<file path="src/include/fcs_consts.vh">
`ifndef FCS_CONSTS_VH
`define FCS_CONSTS_VH
// ----------------------------------------------------------------
// Register byte offsets
// ----------------------------------------------------------------
`define FCS_OFS_STATUS   12'h000
`define FCS_OFS_CONFIG   12'h004
`define FCS_OFS_PROTECT  12'h008
`define FCS_OFS_MODE     12'h00C
`define FCS_OFS_EXEC     12'h010
`define FCS_OFS_MARGIN   12'h014
`define FCS_OFS_PARAM0   12'h020
`define FCS_PARAM_NUM    12
// ----------------------------------------------------------------
// Status bit positions
// ----------------------------------------------------------------
`define FCS_ST_RTERR     0
`define FCS_ST_PVIOL     4
`define FCS_ST_ACCESS_ERROR_FLAG    5
`define FCS_ST_RDCOL     6
`define FCS_ST_CMD_COMPLETE_FLAG      7
// ----------------------------------------------------------------
// Config bit positions
// ----------------------------------------------------------------
`define FCS_CF_RDCOLIE   6
`define FCS_CF_COMPLETE_IRQ_ENABLE      7
// ----------------------------------------------------------------
// Mode register fields
// ----------------------------------------------------------------
`define FCS_MD_SPECIAL   0
`define FCS_MD_SECURE    1
`define FCS_MD_MASS_ERASE_ENABLE_FIELD_LO   2
`define FCS_MASS_ERASE_ENABLE_FIELD_DIS     2'h2
// ----------------------------------------------------------------
// Command codes
// ----------------------------------------------------------------
`define FCS_CMD_RD1SECT  8'h01
`define FCS_CMD_PGMCHK   8'h02
`define FCS_CMD_RDRES    8'h03
`define FCS_CMD_PGM4     8'h06
`define FCS_CMD_ERSSECT  8'h09
`define FCS_CMD_RD1ALL   8'h40
`define FCS_CMD_RDONCE   8'h41
`define FCS_CMD_PGMONCE  8'h43
`define FCS_CMD_ERSALL   8'h44
`define FCS_CMD_VFYKEY   8'h45
// ----------------------------------------------------------------
// Margin levels, limits and reset values
// ----------------------------------------------------------------
`define FCS_MRG_NORMAL   2'h0
`define FCS_MRG_USER     2'h1
`define FCS_MRG_FACTORY  2'h2
`define FCS_ONCE_BYTES   64
`define FCS_EXEC_CYC     8
`define FCS_FLASH_SIZE   24'h010000
`define FCS_RST_STATUS   8'h80
`define FCS_RST_PROTECT  32'hFFFFFFFF
`endif

</file>
<file path="src/logic/fcs_sequencer.v">
`timescale 1ns/100ps
`include "fcs_consts.vh"

// Operation
// RULE1: Software checks flags clear before launching
// RULE2: Busy ignores parameter writes, no launch
// RULE3: Idle parameter writes accepted any order
// RULE4: Write one to done flag launches
// RULE5: Error flags block launching
// RULE6: Software clears errors, then launches
// RULE7: Bad code or address sets access error
// RULE8: Protected program/erase target sets violation
// RULE9: Failed checks skip execution, set done
// RULE10: Execution failures set runtime error bit
// RULE11: Results stored, then done flag set
// RULE12: Decode 0x01, 0x02, 0x03
// RULE13: Decode 0x06 and 0x09
// RULE14: Decode 0x40 and 0x44
// RULE15: One-time field read/program, 64 bytes
// RULE16: Decode 0x45 key compare
// RULE17: Command availability by mode and security
// RULE18: Block erase refused if any protection
// RULE19: Margin level only during margin commands
// RULE20: Unknown code or bad field aborts
// RULE21: Same-block read during command flags collision
// RULE22: Section check address and count layout
// RULE23: Parameter group big-endian, code first
// RULE24: Completion and collision interrupt requests
// RULE25: Reset leaves controller idle, flags clear (code resets the done flag to set, status 0x80)
module fcs_sequencer #(
  parameter ADDR_W     = 24,
  parameter FLASH_SIZE = `FCS_FLASH_SIZE,
  parameter EXEC_CYC   = `FCS_EXEC_CYC
) (
  input  wire        ref_clk,
  input  wire        sys_rst,
  input  wire        psel,
  input  wire        penable,
  input  wire        pwrite,
  input  wire [11:0] paddr,
  input  wire [31:0] pwdata,
  input  wire        array_rd,
  input  wire        exec_fail,
  input  wire [31:0] exec_rdata,
  output reg  [31:0] prdata,
  output reg         pready,
  output reg         pslverr,
  output reg         cmd_start,
  output reg  [7:0]  cmd_code,
  output reg  [1:0]  margin_level,
  output reg         irq_req
);

  // ----------------------------------------------------------------
  // States
  // ----------------------------------------------------------------
  localparam ST_IDLE  = 3'b001;
  localparam ST_CHECK = 3'b010;
  localparam ST_EXEC  = 3'b100;

  // ----------------------------------------------------------------
  // Storage
  // ----------------------------------------------------------------
  reg [7:0]  param_ff [0:`FCS_PARAM_NUM-1];
  reg [2:0]  state_ff;
  reg        cmd_complete_flag_ff;
  reg        access_error_flag_ff;
  reg        pviol_ff;
  reg        rterr_ff;
  reg        rdcol_ff;
  reg        complete_irq_enable_ff;
  reg        rdcolie_ff;
  reg [31:0] protect_ff;
  reg [3:0]  mode_ff;
  reg [7:0]  cnt_ff;
  reg [1:0]  mrg_sel;
  integer    i;

  wire acc    = psel & penable;
  wire wr     = acc & pwrite;
  wire idle   = (state_ff == ST_IDLE);
  wire pidx_h = (paddr >= `FCS_OFS_PARAM0) &&
                (paddr < `FCS_OFS_PARAM0 + 4 * `FCS_PARAM_NUM);
  wire [3:0] pidx = paddr[5:2] - 4'h8;

  // ----------------------------------------------------------------
  // Helpers
  // ----------------------------------------------------------------
  function is_known;
    input [7:0] c;
    begin
      case (c)
        `FCS_CMD_RD1SECT: is_known = 1'b1; // RULE12
        `FCS_CMD_PGMCHK:  is_known = 1'b1; // RULE12
        `FCS_CMD_RDRES:   is_known = 1'b1; // RULE12
        `FCS_CMD_PGM4:    is_known = 1'b1; // RULE13
        `FCS_CMD_ERSSECT: is_known = 1'b1; // RULE13
        `FCS_CMD_RD1ALL:  is_known = 1'b1; // RULE14
        `FCS_CMD_ERSALL:  is_known = 1'b1; // RULE14
        `FCS_CMD_RDONCE:  is_known = 1'b1; // RULE15
        `FCS_CMD_PGMONCE: is_known = 1'b1; // RULE15
        `FCS_CMD_VFYKEY:  is_known = 1'b1; // RULE16
        default:          is_known = 1'b0;
      endcase
    end
  endfunction

  function allowed;
    input [7:0] c;
    input [3:0] m;
    begin
      if (!m[`FCS_MD_SPECIAL])
        allowed = 1'b1;
      else if (m[`FCS_MD_MASS_ERASE_ENABLE_FIELD_LO+1:`FCS_MD_MASS_ERASE_ENABLE_FIELD_LO] == `FCS_MASS_ERASE_ENABLE_FIELD_DIS)
        allowed = 1'b0;
      else if (m[`FCS_MD_SECURE])
        allowed = (c == `FCS_CMD_RD1ALL) || (c == `FCS_CMD_ERSALL);
      else
        allowed = 1'b1; // RULE17
    end
  endfunction

  // Big-endian address from bytes 1..3
  wire [23:0] cmd_addr = {param_ff[1], param_ff[2], param_ff[3]}; // RULE23
  wire [15:0] sect_cnt = {param_ff[4], param_ff[5]}; // RULE22
  wire [7:0]  code     = param_ff[0];
  wire        aligned  = (cmd_addr[1:0] == 2'b00);
  wire [4:0]  region   = cmd_addr[15:11];
  wire        in_flash = (cmd_addr < FLASH_SIZE);

  // ----------------------------------------------------------------
  // Parameter check
  // ----------------------------------------------------------------
  reg chk_acc;
  reg chk_prot;
  always @* begin
    chk_acc  = ~is_known(code) | ~allowed(code, mode_ff); // RULE20 RULE7
    chk_prot = 1'b0;
    mrg_sel  = `FCS_MRG_NORMAL;
    case (code)
      `FCS_CMD_RD1SECT: begin
        chk_acc = chk_acc | ~aligned | ~in_flash | (sect_cnt == 16'h0000)
                  | (param_ff[6] > 8'h02); // RULE22
        mrg_sel = param_ff[6][1:0];
      end
      `FCS_CMD_PGMCHK: begin
        chk_acc = chk_acc | ~aligned | ~in_flash
                  | (param_ff[4] == 8'h00) | (param_ff[4] > 8'h02);
        mrg_sel = param_ff[4][1:0];
      end
      `FCS_CMD_RD1ALL: begin
        chk_acc = chk_acc | (param_ff[1] > 8'h02);
        mrg_sel = param_ff[1][1:0];
      end
      `FCS_CMD_RDRES:
        chk_acc = chk_acc | ~aligned | (param_ff[8] > 8'h01)
                  | (cmd_addr > ((param_ff[8] == 8'h00) ? 24'h0000FF
                                                        : 24'h000007));
      `FCS_CMD_PGM4, `FCS_CMD_ERSSECT: begin
        chk_acc  = chk_acc | ~aligned | ~in_flash;
        chk_prot = ~protect_ff[region]; // RULE8
      end
      `FCS_CMD_RDONCE, `FCS_CMD_PGMONCE:
        chk_acc = chk_acc | (param_ff[1] >= (`FCS_ONCE_BYTES / 4)); // RULE15
      `FCS_CMD_ERSALL:
        chk_prot = (protect_ff != 32'hFFFFFFFF); // RULE18
      default: ;
    endcase
  end

  // ----------------------------------------------------------------
  // Bus write strobes
  // ----------------------------------------------------------------
  wire wr_param   = wr & idle & pidx_h;
  wire wr_config  = wr & (paddr == `FCS_OFS_CONFIG);
  wire wr_protect = wr & idle & (paddr == `FCS_OFS_PROTECT);
  wire wr_mode    = wr & idle & (paddr == `FCS_OFS_MODE);
  wire wr_status  = wr & (paddr == `FCS_OFS_STATUS);
  wire launch     = wr_status & pwdata[`FCS_ST_CMD_COMPLETE_FLAG] & idle
                    & ~access_error_flag_ff & ~pviol_ff; // RULE5 RULE4
  wire chk_fail   = chk_acc | chk_prot;
  wire chk_pass   = (state_ff == ST_CHECK) & ~chk_fail;
  wire chk_stop   = (state_ff == ST_CHECK) & chk_fail;
  wire exec_done  = (state_ff == ST_EXEC) & (cnt_ff == 8'h00);
  wire keep_res   = (code == `FCS_CMD_RDRES) | (code == `FCS_CMD_RDONCE);

  // ----------------------------------------------------------------
  // Sequencer state
  // ----------------------------------------------------------------
  always @(posedge ref_clk) begin
    if (sys_rst) begin
      state_ff <= ST_IDLE;
      cnt_ff   <= 8'h00;
    end else begin
      case (state_ff)
        ST_IDLE: begin
          if (launch) begin // RULE4
            state_ff <= ST_CHECK;
          end
        end
        ST_CHECK: begin
          if (chk_fail) begin
            state_ff <= ST_IDLE; // RULE9
          end else begin
            cnt_ff   <= EXEC_CYC[7:0];
            state_ff <= ST_EXEC;
          end
        end
        ST_EXEC: begin
          if (cnt_ff == 8'h00) begin
            state_ff <= ST_IDLE;
          end else begin
            cnt_ff <= cnt_ff - 8'h01;
          end
        end
        default: begin
          state_ff <= ST_IDLE;
        end
      endcase
    end
  end

  // ----------------------------------------------------------------
  // Command outputs
  // ----------------------------------------------------------------
  always @(posedge ref_clk) begin
    if (sys_rst) begin
      cmd_start    <= 1'b0;
      cmd_code     <= 8'h00;
      margin_level <= `FCS_MRG_NORMAL;
    end else begin
      cmd_start <= 1'b0;
      if (chk_pass) begin
        cmd_start    <= 1'b1;
        cmd_code     <= code;
        margin_level <= mrg_sel; // RULE19
      end
      if (exec_done) begin
        margin_level <= `FCS_MRG_NORMAL; // RULE19
      end
    end
  end

  // ----------------------------------------------------------------
  // Status flags
  // ----------------------------------------------------------------
  always @(posedge ref_clk) begin
    if (sys_rst) begin
      cmd_complete_flag_ff   <= 1'b1; // RULE25
      access_error_flag_ff <= 1'b0;
      pviol_ff  <= 1'b0;
      rterr_ff  <= 1'b0;
      rdcol_ff  <= 1'b0;
    end else begin
      if (wr_status && pwdata[`FCS_ST_ACCESS_ERROR_FLAG]) begin
        access_error_flag_ff <= 1'b0;
      end
      if (wr_status && pwdata[`FCS_ST_PVIOL]) begin
        pviol_ff <= 1'b0;
      end
      if (wr_status && pwdata[`FCS_ST_RDCOL]) begin
        rdcol_ff <= 1'b0;
      end
      // Collision set wins over clear
      if (array_rd && !idle) begin
        rdcol_ff <= 1'b1; // RULE21
      end
      if (launch) begin
        cmd_complete_flag_ff  <= 1'b0; // RULE4
        rterr_ff <= 1'b0;
      end
      if (chk_stop) begin
        access_error_flag_ff <= chk_acc; // RULE7
        pviol_ff  <= chk_prot & ~chk_acc; // RULE8
        cmd_complete_flag_ff   <= 1'b1; // RULE9
      end
      if (exec_done) begin
        rterr_ff <= exec_fail; // RULE10
        cmd_complete_flag_ff  <= 1'b1; // RULE11
      end
    end
  end

  // ----------------------------------------------------------------
  // Parameter group
  // ----------------------------------------------------------------
  always @(posedge ref_clk) begin
    if (sys_rst) begin
      for (i = 0; i < `FCS_PARAM_NUM; i = i + 1) begin
        param_ff[i] <= 8'h00;
      end
    end else begin
      if (wr_param) begin
        param_ff[pidx] <= pwdata[7:0]; // RULE3 RULE2
      end
      if (exec_done && keep_res) begin
        param_ff[4] <= exec_rdata[31:24]; // RULE11
        param_ff[5] <= exec_rdata[23:16];
        param_ff[6] <= exec_rdata[15:8];
        param_ff[7] <= exec_rdata[7:0];
      end
    end
  end

  // ----------------------------------------------------------------
  // Config, protection and mode
  // ----------------------------------------------------------------
  always @(posedge ref_clk) begin
    if (sys_rst) begin
      complete_irq_enable_ff    <= 1'b0;
      rdcolie_ff <= 1'b0;
      protect_ff <= `FCS_RST_PROTECT;
      mode_ff    <= 4'h0;
    end else begin
      if (wr_config) begin
        complete_irq_enable_ff    <= pwdata[`FCS_CF_COMPLETE_IRQ_ENABLE];
        rdcolie_ff <= pwdata[`FCS_CF_RDCOLIE];
      end
      if (wr_protect) begin
        protect_ff <= pwdata; // RULE2
      end
      if (wr_mode) begin
        mode_ff <= pwdata[3:0]; // RULE2
      end
    end
  end

  // ----------------------------------------------------------------
  // APB read decode
  // ----------------------------------------------------------------
  reg [31:0] nxt_prdata;
  reg        nxt_pslverr;
  always @* begin
    nxt_prdata  = 32'h00000000;
    nxt_pslverr = 1'b0;
    case (paddr)
      `FCS_OFS_STATUS: begin
        nxt_prdata = {24'h000000, cmd_complete_flag_ff, rdcol_ff, access_error_flag_ff, pviol_ff,
                      3'b000, rterr_ff};
      end
      `FCS_OFS_CONFIG: begin
        nxt_prdata = {24'h000000, complete_irq_enable_ff, rdcolie_ff, 6'h00};
      end
      `FCS_OFS_PROTECT: begin
        nxt_prdata = protect_ff;
      end
      `FCS_OFS_MODE: begin
        nxt_prdata = {28'h0000000, mode_ff};
      end
      `FCS_OFS_EXEC: begin
        nxt_prdata = {21'h00000, state_ff, code};
      end
      `FCS_OFS_MARGIN: begin
        nxt_prdata = {30'h0000000, margin_level};
      end
      default: begin
        if (pidx_h) begin
          nxt_prdata = {24'h000000, param_ff[pidx]};
        end else begin
          nxt_pslverr = 1'b1;
        end
      end
    endcase
  end

  // ----------------------------------------------------------------
  // Interrupt request and APB answer
  // ----------------------------------------------------------------
  always @(posedge ref_clk) begin
    if (sys_rst) begin
      irq_req <= 1'b0;
      prdata  <= 32'h00000000;
      pready  <= 1'b0;
      pslverr <= 1'b0;
    end else begin
      irq_req <= (complete_irq_enable_ff & cmd_complete_flag_ff) | (rdcolie_ff & rdcol_ff); // RULE24
      pready  <= psel & ~penable;
      pslverr <= 1'b0;
      prdata  <= 32'h00000000;
      if (psel && !penable) begin
        prdata  <= nxt_prdata;
        pslverr <= nxt_pslverr;
      end
    end
  end

endmodule // fcs_sequencer

</file>
<file path="config.mk">
export PLATFORM = sky130hd
export DESIGN_NAME = fcs_sequencer
export DESIGN_NICKNAME = d
export VERILOG_FILES = /design/src/logic/fcs_sequencer.v
export VERILOG_INCLUDE_DIRS = /design/src /design/src/include
export SDC_FILE = /design/constraint.sdc
export NUM_CORES = 1
export LEC_CHECK = 0
export ABC_AREA = 1
export ABC_CLOCK_PERIOD_IN_PS = 3910
export BUFFER_PORTS_ARGS = -buffer_cell sky130_fd_sc_hd__buf_2
export CORE_MARGIN = 3
export CORE_UTILIZATION = 63
export DETAILED_ROUTE_END_ITERATION = 7
export PLACE_DENSITY = 0.82
export SYNTH_ARGS = -nofsm -noshare
export SYNTH_HDL_FRONTEND = slang
export SYNTH_SLANG_ARGS = --single-unit
</file>
<file path="constraint.sdc">
create_clock -name ref_clk -period 3.91 [get_ports ref_clk]
set_input_delay 0.5865 -clock ref_clk [delete_from_list [all_inputs] [get_ports ref_clk]]
set_output_delay 0.5865 -clock ref_clk [all_outputs]
set_load 0.005 [all_outputs]
</file>
Yosys cells after proc, flatten, opt, wreduce, memory -nomap -nowiden. Memories as Yosys holds them, arrays and structs flattened. Index checks and enable logic that the tools add are counted.

Add/sub/neg operators: 2. Magnitude comparators: 10. Equal/unequal tests: 24. Mux-type cells: 44. Bitwise gates (word level): 48. Reductions and logical operators: 31.

Operator list (count): $pmux W32 S6 (1); $mux W8 (9); $eq A8 B7 Y1 const B (5); $ne A32 B32 Y1 const B (1); $eq A12 B4 Y1 const B (2); $eq A12 B5 Y1 const B (2); $gt A24 B8 Y1 (1); $gt A8 B2 Y1 const B (3); $logic_not A8 Y1 (3); $lt A24 B17 Y1 const B (1); $mux W1 (24); $and A1 B1 Y1 (19); $or A1 B1 Y1 (18); $eq A8 B2 Y1 const B (2); $logic_not A16 Y1 (1); $pmux W8 S2 (1); $reduce_or A8 Y1 (2); $eq A12 B3 Y1 const B (1); $ge A12 B6 Y1 const B (1); $logic_not A12 Y1 (1); $lt A12 B7 Y1 const B (1); $not A1 Y1 (11); $reduce_bool A2 Y1 (5); $reduce_or A10 Y1 (1); other kinds (29) (43).

Register bits: 100. RAM bits: 96. Input port bits: 83. Memories kept: 1.

Memories: param_ff (depth 12, width 8, rd ports 9, clocked after memory_dff 0, write ports 12, RTL line fcs_sequencer.v:64) `` reg [7:0] param_ff [0:`FCS_PARAM_NUM-1]; ``.

Logic depth before layout (Yosys ltp). Gate-level depths: netlist of run 1. An unclocked memory read counts as a cell.

Depth after elaboration: 17. Mapped depth: 21.

Least setup slack after synthesis of run 1. No wires, ideal clock.

Path kind: reg-to-reg. Start point: mem param_ff[8][4]. End point: reg pviol_ff. Library setup time: 0.068 ns. Data arrival time: 2.404 ns. Required time: 3.842 ns. Path slack: 1.438 ns. Stages on the path, launching flop included: 19. Buffers on the path: 1. Clock period less this slack: 2.472 ns. Cells stage by stage: edfxtp_1 nor2_1 and2_1 nand2_1 or2_2 ha_1 nand2_1 nor2_1 nand4_1 nand2_1 nand2_1 a21oi_1 nand3_1 nand2_2 nand2_2 o21bai_4 buf_6 nand3_2 a21oi_2.

RTL lines: start, declared (RTL line fcs_sequencer.v:64); end signal, assigned (RTL line fcs_sequencer.v:274) `pviol_ff <= chk_prot & ~chk_acc;`; end, declared (RTL line fcs_sequencer.v:68) `reg pviol_ff;`.

==> results of run 1 <==
[sequential cells by signal, summed over array words and instances (netlist names), 2 cells and up]
register / cells
allowed.m: 4
cmd_code: 8
param_ff: 124
cnt_ff: 8
prdata: 32
protect_ff: 32
state_ff: 3
margin_level: 2
[kinds of logic (layout without fill, tap and decap cells)]
| kind of cell | count (synthesis) | count (layout) | synth area share (%) |
|---|---|---|---|
| AO/OA/AOI/OAI | 255 | 255 | 14.8 |
| XOR/XNOR | 1 | 1 | 0.0834 |
| adder cells (fa/ha/maj) | 7 | 7 | 0.834 |
| buffers and inverters | 207 | 334 | 7.78 |
| flip-flops | 224 | 224 | 54.5 |
| other | 1 | 28 | 0.0357 |
| AND/OR/NAND/NOR | 514 | 514 | 22.0 |
[per-layer routing]
| metal | track usage (%) | share of wire (%) |
|---|---|---|
| met1 | 48.1 | 38 |
| met2 | 54.7 | 46 |
| met3 | 7.76 | 12 |
| met5 | 0 | 0 |
| met4 | 10.1 | 3.4 |
[critical path, cell delays in order, from the launching register on]
cell and delay [ns]:
edfxtp_1 0.42, nor2_1 0.10, and2_1 0.14, nand2_1 0.09
or2_2 0.36, ha_1 0.33, nand2_1 0.06, nor2_1 0.11
nand4_1 0.09, nand2_1 0.09, nand2_1 0.10, a21oi_1 0.14
nand3_1 0.10, nand2_2 0.09, nand2_2 0.08, o21bai_4 0.37
nand2_1 0.16, nand2_1 0.10, nand2_1 0.05, nor2_1 0.11
[per-stage QoR]
step | instance area (um^2) | power [mW] | setup WS (ns) | hold slack [ns] | cells
6_report | 12200 | 5.31 | 0.752 | 0.302 | 1579
4_1_cts | 12200 | 5.29 | 0.819 | 0.301 | 1579
2_1_floorplan | 10600 | 2.81 | 1.44 | 0.432 | 1236
5_1_grt | 12200 | 5.43 | 0.496 | 0.313 | 1579
3_5_place_dp | 11400 | 2.96 | 0.830 | 0.448 | 1535
3_3_place_gp | 11400 | 2.95 | 0.944 | 0.441 | 1535
[worst paths after layout]
kind	from	endpoint	slack, ns	cells after the start
worst max-delay path	param_ff[8][5]	cnt_ff[4]	0.75	19
worst max register to register	param_ff[8][5]	cnt_ff[4]	0.75	19
worst min register to register	cmd_code[7]	cmd_code[7]	0.46	2
worst min-delay path	pwdata[12]	protect_ff[12]	0.30	3
[power breakdown]
group / leakage [nW] / switching [mW] / internal (mW)
Clock: 0.426 / 0.952 / 1.43
Combinational: 2.98 / 0.256 / 0.102
Sequential: 2.09 / 0.0405 / 2.53
[cells in the final DEF (no fill, tap or decap), drive strengths merged, types with 7 or more instances in the layout]
cell    instances
o22ai         118
a21oi          41
o211ai         14
o21ai          57
nor3           28
clkbuf         37
buf           143
dfxtp         100
nor2          163
nand2         180
ha              7
inv           144
a22oi           9
edfxtp        124
nand4          20
clkinv          9
nand3         111
conb           28
[cell type report]
cell class	instances	area, um^2	area share, %
clock buffer	37	769	6.30
clock inverter	7	81.3	0.666
inverter	147	552	4.52
multi-input combinational	805	4070	33.3
sequential	224	5730	46.9
tap	216	270	2.21
timing repair buffer	143	753	6.16
==> flow_summary.json, run 1 <==
{
  "areaGrowthSynthToFinish_pct": 16.3,
  "routedWlPerCell_um": 20.3,
  "synthFlopType": "edfxtp_1",
  "synthArstFlopShare_pct": 0,
  "drc": 0,
  "die_y_um": 135,
  "portBuffers": 128,
  "yosysTopAreaCell": "edfxtp_1",
  "synth_common_cells": "nand2_1, nor2_1, inv_1",
  "fin_skew_ns": 0.00830,
  "synth-seq-cells": 224,
  "num_antenna_cells": 0,
  "ys_warn_count": 0,
  "gp_congestion": 1.05,
  "crit_arrival_ns": 3.61,
  "drtAntennaViolNets": 0,
  "n_fill_cell": 1232,
  "p_leak_nw": 5.49,
  "ys_seq_area_share_pct": 54.5,
  "cts-buffers-inserted": 24,
  "fin_nets": 1435,
  "cp-end-kind": "flop",
  "cts_tree": "yes",
  "worst_slew_pin_slew_ns": 1.06,
  "syn-cell-area_um2": 10500,
  "clk_path_buf_depth": 3,
  "fin_tns_setup_ns": 0,
  "cts_setup_buffers": 0,
  "period_share_pct": 80.8,
  "peakVddDrop_mv": 0.388,
  "required_ns": 4.36,
  "start_kind": "flop",
  "cts-root-buf": "clkbuf_16",
  "ctsHoldBuffers": 0,
  "grt_pass1_wl_um": 48900,
  "hold_violations": 0,
  "ys_types": 46,
  "status": "finished, final reports clean",
  "p_per_area_nw_per_um2": 435,
  "syn_avg_cell_area_um2": 8.69,
  "fp.coreArea_um2": 16100,
  "rsz0062_at_grt": "no",
  "vias": 9750,
  "utilization_pct": 75.8,
  "cts_num_sinks": 224,
  "clock.fmax_mhz": 317,
  "synth_most_common_cell": "nand2_1",
  "cts_resized": 0,
  "drive_above_1_share_pct": 17.3,
  "fin_crit_ns": 3.16,
  "crit_type": "reg2reg",
  "synth_area_leaders": "edfxtp_1, dfxtp_1, o22ai_1",
  "grt_pass1_vias": 9128,
  "vias_per_cell": 6.17,
  "num_io_pins": 129,
  "synth_edf_count": 124,
  "synth_top_cell_area_share_pct": 35.4,
  "hold_path.class": "in2reg",
  "maxCapViolations": 0,
  "grt_remaining_overflow": 0,
  "final-setup-viol-count": 0,
  "slew_headroom_pct": 29.0,
  "report.final.slew_viol_count": 0,
  "grt_antenna_before_repair": 0,
  "start_util_pct": 65.2,
  "synth_cells": 1209,
  "grt_max_degree": 85,
  "finalWirelength_um": 32000,
  "hpwl_um": 22100,
  "dr.pass1.iters": 7,
  "worstSkewPairLatency_ns": 0.52,
  "dieArea_um2": 18300,
  "num_rows": 46,
  "die_x_um": 135,
  "h-tree-depth": 1,
  "clkTransAtPathRegs_ns": 0.07,
  "track_usage_pct": 34.5,
  "drt-initial-drc-count": 1311,
  "worstPathMaxFanout": 18
}
Note: power is estimated with default switching activity, not from simulation.
==> inputs of run 2 (changes only) <==
ABC_CLOCK_PERIOD_IN_PS = 2730   (was 3910)
CORE_UTILIZATION = 53   (was 63)
PLACE_DENSITY = 0.73   (was 0.82)
clock period = 2.73 ns   (was 3.91 ns; I/O delays follow)
==> run 2 against run 1 <==
Clock skew increased by 0.0043 ns. First-iteration DRC count decreased by 1.8%. The flow now finishes with violations (setup timing). Setup slack worse by 0.77 ns. Non-clock buffer count increased by 28.
==> flow_summary.json, run 2 (synthesis gave the netlist of run 1 again) <==
{
  "worstSkewPairLatency_ns": 0.52,
  "cp_slowest_stage_delay_ns": 0.38,
  "vias": 9533,
  "areaGrowthSynthToFinish_pct": 19.9,
  "num_antenna_cells": 0,
  "multi_input_area_um2": 4180,
  "cp_slowest_cell": "edfxtp_1",
  "clkTransAtPathRegs_ns": 0.06,
  "grt_max_degree": 85,
  "clk_path_buf_depth": 3,
  "p_leak_nw": 5.64,
  "dieArea_um2": 21500,
  "reg_top3": "param_ff: 124 flops, prdata: 32 flops, protect_ff: 32 flops",
  "mostFrequentLayoutCell": "nand2_1",
  "hold_path_depth": 3,
  "regArea_um2": 5730,
  "n_fill_cell": 1615,
  "cts-root-buf": "clkbuf_16",
  "r2r-start": "param_ff[8][7]",
  "rsz0062_at_grt": "yes",
  "r2r_end": "cnt_ff[4]",
  "routedLengthMet1_um": 13100,
  "cp.depth": 19,
  "fp.coreArea_um2": 19100,
  "routedWlPerCell_um": 19.2,
  "path_cells": "nor2_1 -> and2_1 -> nand2_2 -> or2_4 -> ha_4 -> nand2_4 -> nor2_4 -> nand4_1 -> nand2_1 -> nand2_2 -> a21oi_2 -> nand3_1 -> nand2_2 -> nand2_4 -> o21bai_4 -> nand2_1 -> nand2_1 -> nand2_1 -> nor2_1",
  "final-setup-viol-count": 8,
  "hpwl_um": 22300,
  "grt_antenna_before_repair": 0,
  "cts_tree": "yes",
  "drc": 0,
  "track_usage_pct": 28.4,
  "cp-end-kind": "flop",
  "crit_arrival_ns": 3.20,
  "peakVddDrop_mv": 0.654,
  "finalWirelength_um": 31700,
  "drt-initial-drc-count": 1288,
  "grt_pass1_vias": 8767,
  "grt_pass1_wl_um": 48200,
  "h-tree-depth": 1,
  "maxCapViolations": 0,
  "hold_path.class": "in2reg",
  "most-common-layout-cells": "nand2_1, nor2_1, inv_1, buf_2, edfxtp_1",
  "p_per_area_nw_per_um2": 588,
  "drtAntennaViolNets": 0,
  "dr.max_layer_used": "met4",
  "start_util_pct": 55.1,
  "num_rows": 50,
  "largest_reg_flops": 124,
  "cts_num_sinks": 224,
  "utilization_pct": 66.0,
  "die_x_um": 147,
  "drive_above_1_share_pct": 19.6,
  "grt_remaining_overflow": 0,
  "crit_type": "reg2reg",
  "dr_wl_met2_um": 14100,
  "fin_skew_ns": 0.0126,
  "cpLargestDelayFamily": "simple AND/OR/NAND/NOR gates",
  "portBuffers": 128,
  "worstHoldStart": "pwdata[13]",
  "clock.fmax_mhz": 363,
  "finalPower_mw": 7.41,
  "slew_headroom_pct": 41.2,
  "r2r_setup_slack_ns": -0.02,
  "regMostFlops": "param_ff",
  "start_kind": "flop",
  "cp_common_cell": "nand2_1",
  "report.final.slew_viol_count": 0,
  "fin_nets": 1464,
  "period_share_pct": 101,
  "die_y_um": 147,
  "wl_met3_um": 3440,
  "status": "finished with violations",
  "hold_violations": 0,
  "violations": "setup timing",
  "dr.pass1.iters": 6,
  "fin_crit_ns": 2.75,
  "worstPathMaxFanout": 5,
  "crit_buf_inv": 0,
  "required_ns": 3.18,
  "hold_end": "protect_ff[13]",
  "gp_congestion": 0.985,
  "num_io_pins": 129,
  "vias_per_cell": 5.77,
  "worst_slew_pin_slew_ns": 0.881,
  "cts-buffers-inserted": 24,
  "ff2ff_path_depth": 19,
  "fin_ws_ns": -0.0223
}
## run 2: changes by cell type in the layout (fill, tap and decap cells not counted), sizes merged
cell / previous run / this run
nand2: 180 / 181
clkinvlp: 0 / 1
clkinv: 9 / 11
buf: 143 / 170
inv: 144 / 142
## run 2: routing by layer
layer / vias up / track usage, %
li1: 4524 / -
met1: 4425 / 41.2
met2: 520 / 42.8
met3: 64 / 6.05
met4: 0 / 9.08
met5: - / 0
## run 2: what timing repair did
item                                    4_1_cts  5_1_grt
gates cloned                                  1        1
endpoints found under the setup margin       20       24
gates resized for setup                      11       13
pin swaps                                     3        4
hold buffers                                  0        0
setup buffers                                 1        3
## run 2: per-stage QoR
step / setup slack, ns / TNS [ns] / hold slack (ns) / std cells / area (um^2)
after global placement: -0.0421 / -0.489 / 0.445 / 1602 / 11600
after global routing: -0.157 / -2.42 / 0.122 / 1652 / 12600
final: -0.0223 / -0.120 / 0.132 / 1652 / 12600
after detailed placement: -0.118 / -1.62 / 0.450 / 1602 / 11600
after CTS: -0.00387 / -0.0147 / 0.125 / 1648 / 12500
after floorplan: 0.258 / 0 / 0.432 / 1236 / 10600
## run 2: layout make-up
| class | instances | share of cell area (%) |
|---|---|---|
| clock buffers | 36 | 5.65 |
| multi-input cells | 806 | 33.2 |
| inverters | 147 | 4.40 |
| repair buffers | 171 | 8.18 |
| flip-flops and latches | 224 | 45.5 |
| well taps | 260 | 2.58 |
| clock inverters | 8 | 0.507 |
## run 2: power by group
part	switching [mW]	internal, mW
Sequential	0.0531	3.62
Clock	1.31	1.89
Combinational	0.372	0.164
Total	1.73	5.68
## run 2: how the worst max path moves through the flow
stage | from | end | slack [ns]
floorplan | param_ff[8][4] | pviol_ff | 0.26
global placement | param_ff[8][7] | cmd_code[0] | -0.04
detailed placement | param_ff[8][7] | cmd_code[2] | -0.12
CTS | param_ff[8][7] | cnt_ff[7] | -0.004
global route | param_ff[8][7] | cmd_code[2] | -0.16
finish | param_ff[8][7] | cnt_ff[4] | -0.02
## run 2: tightest hold or removal path, cell delays in order
cell,delay [ns]
buf_2,0.08
nand3_1,0.06
nand3_1,0.07
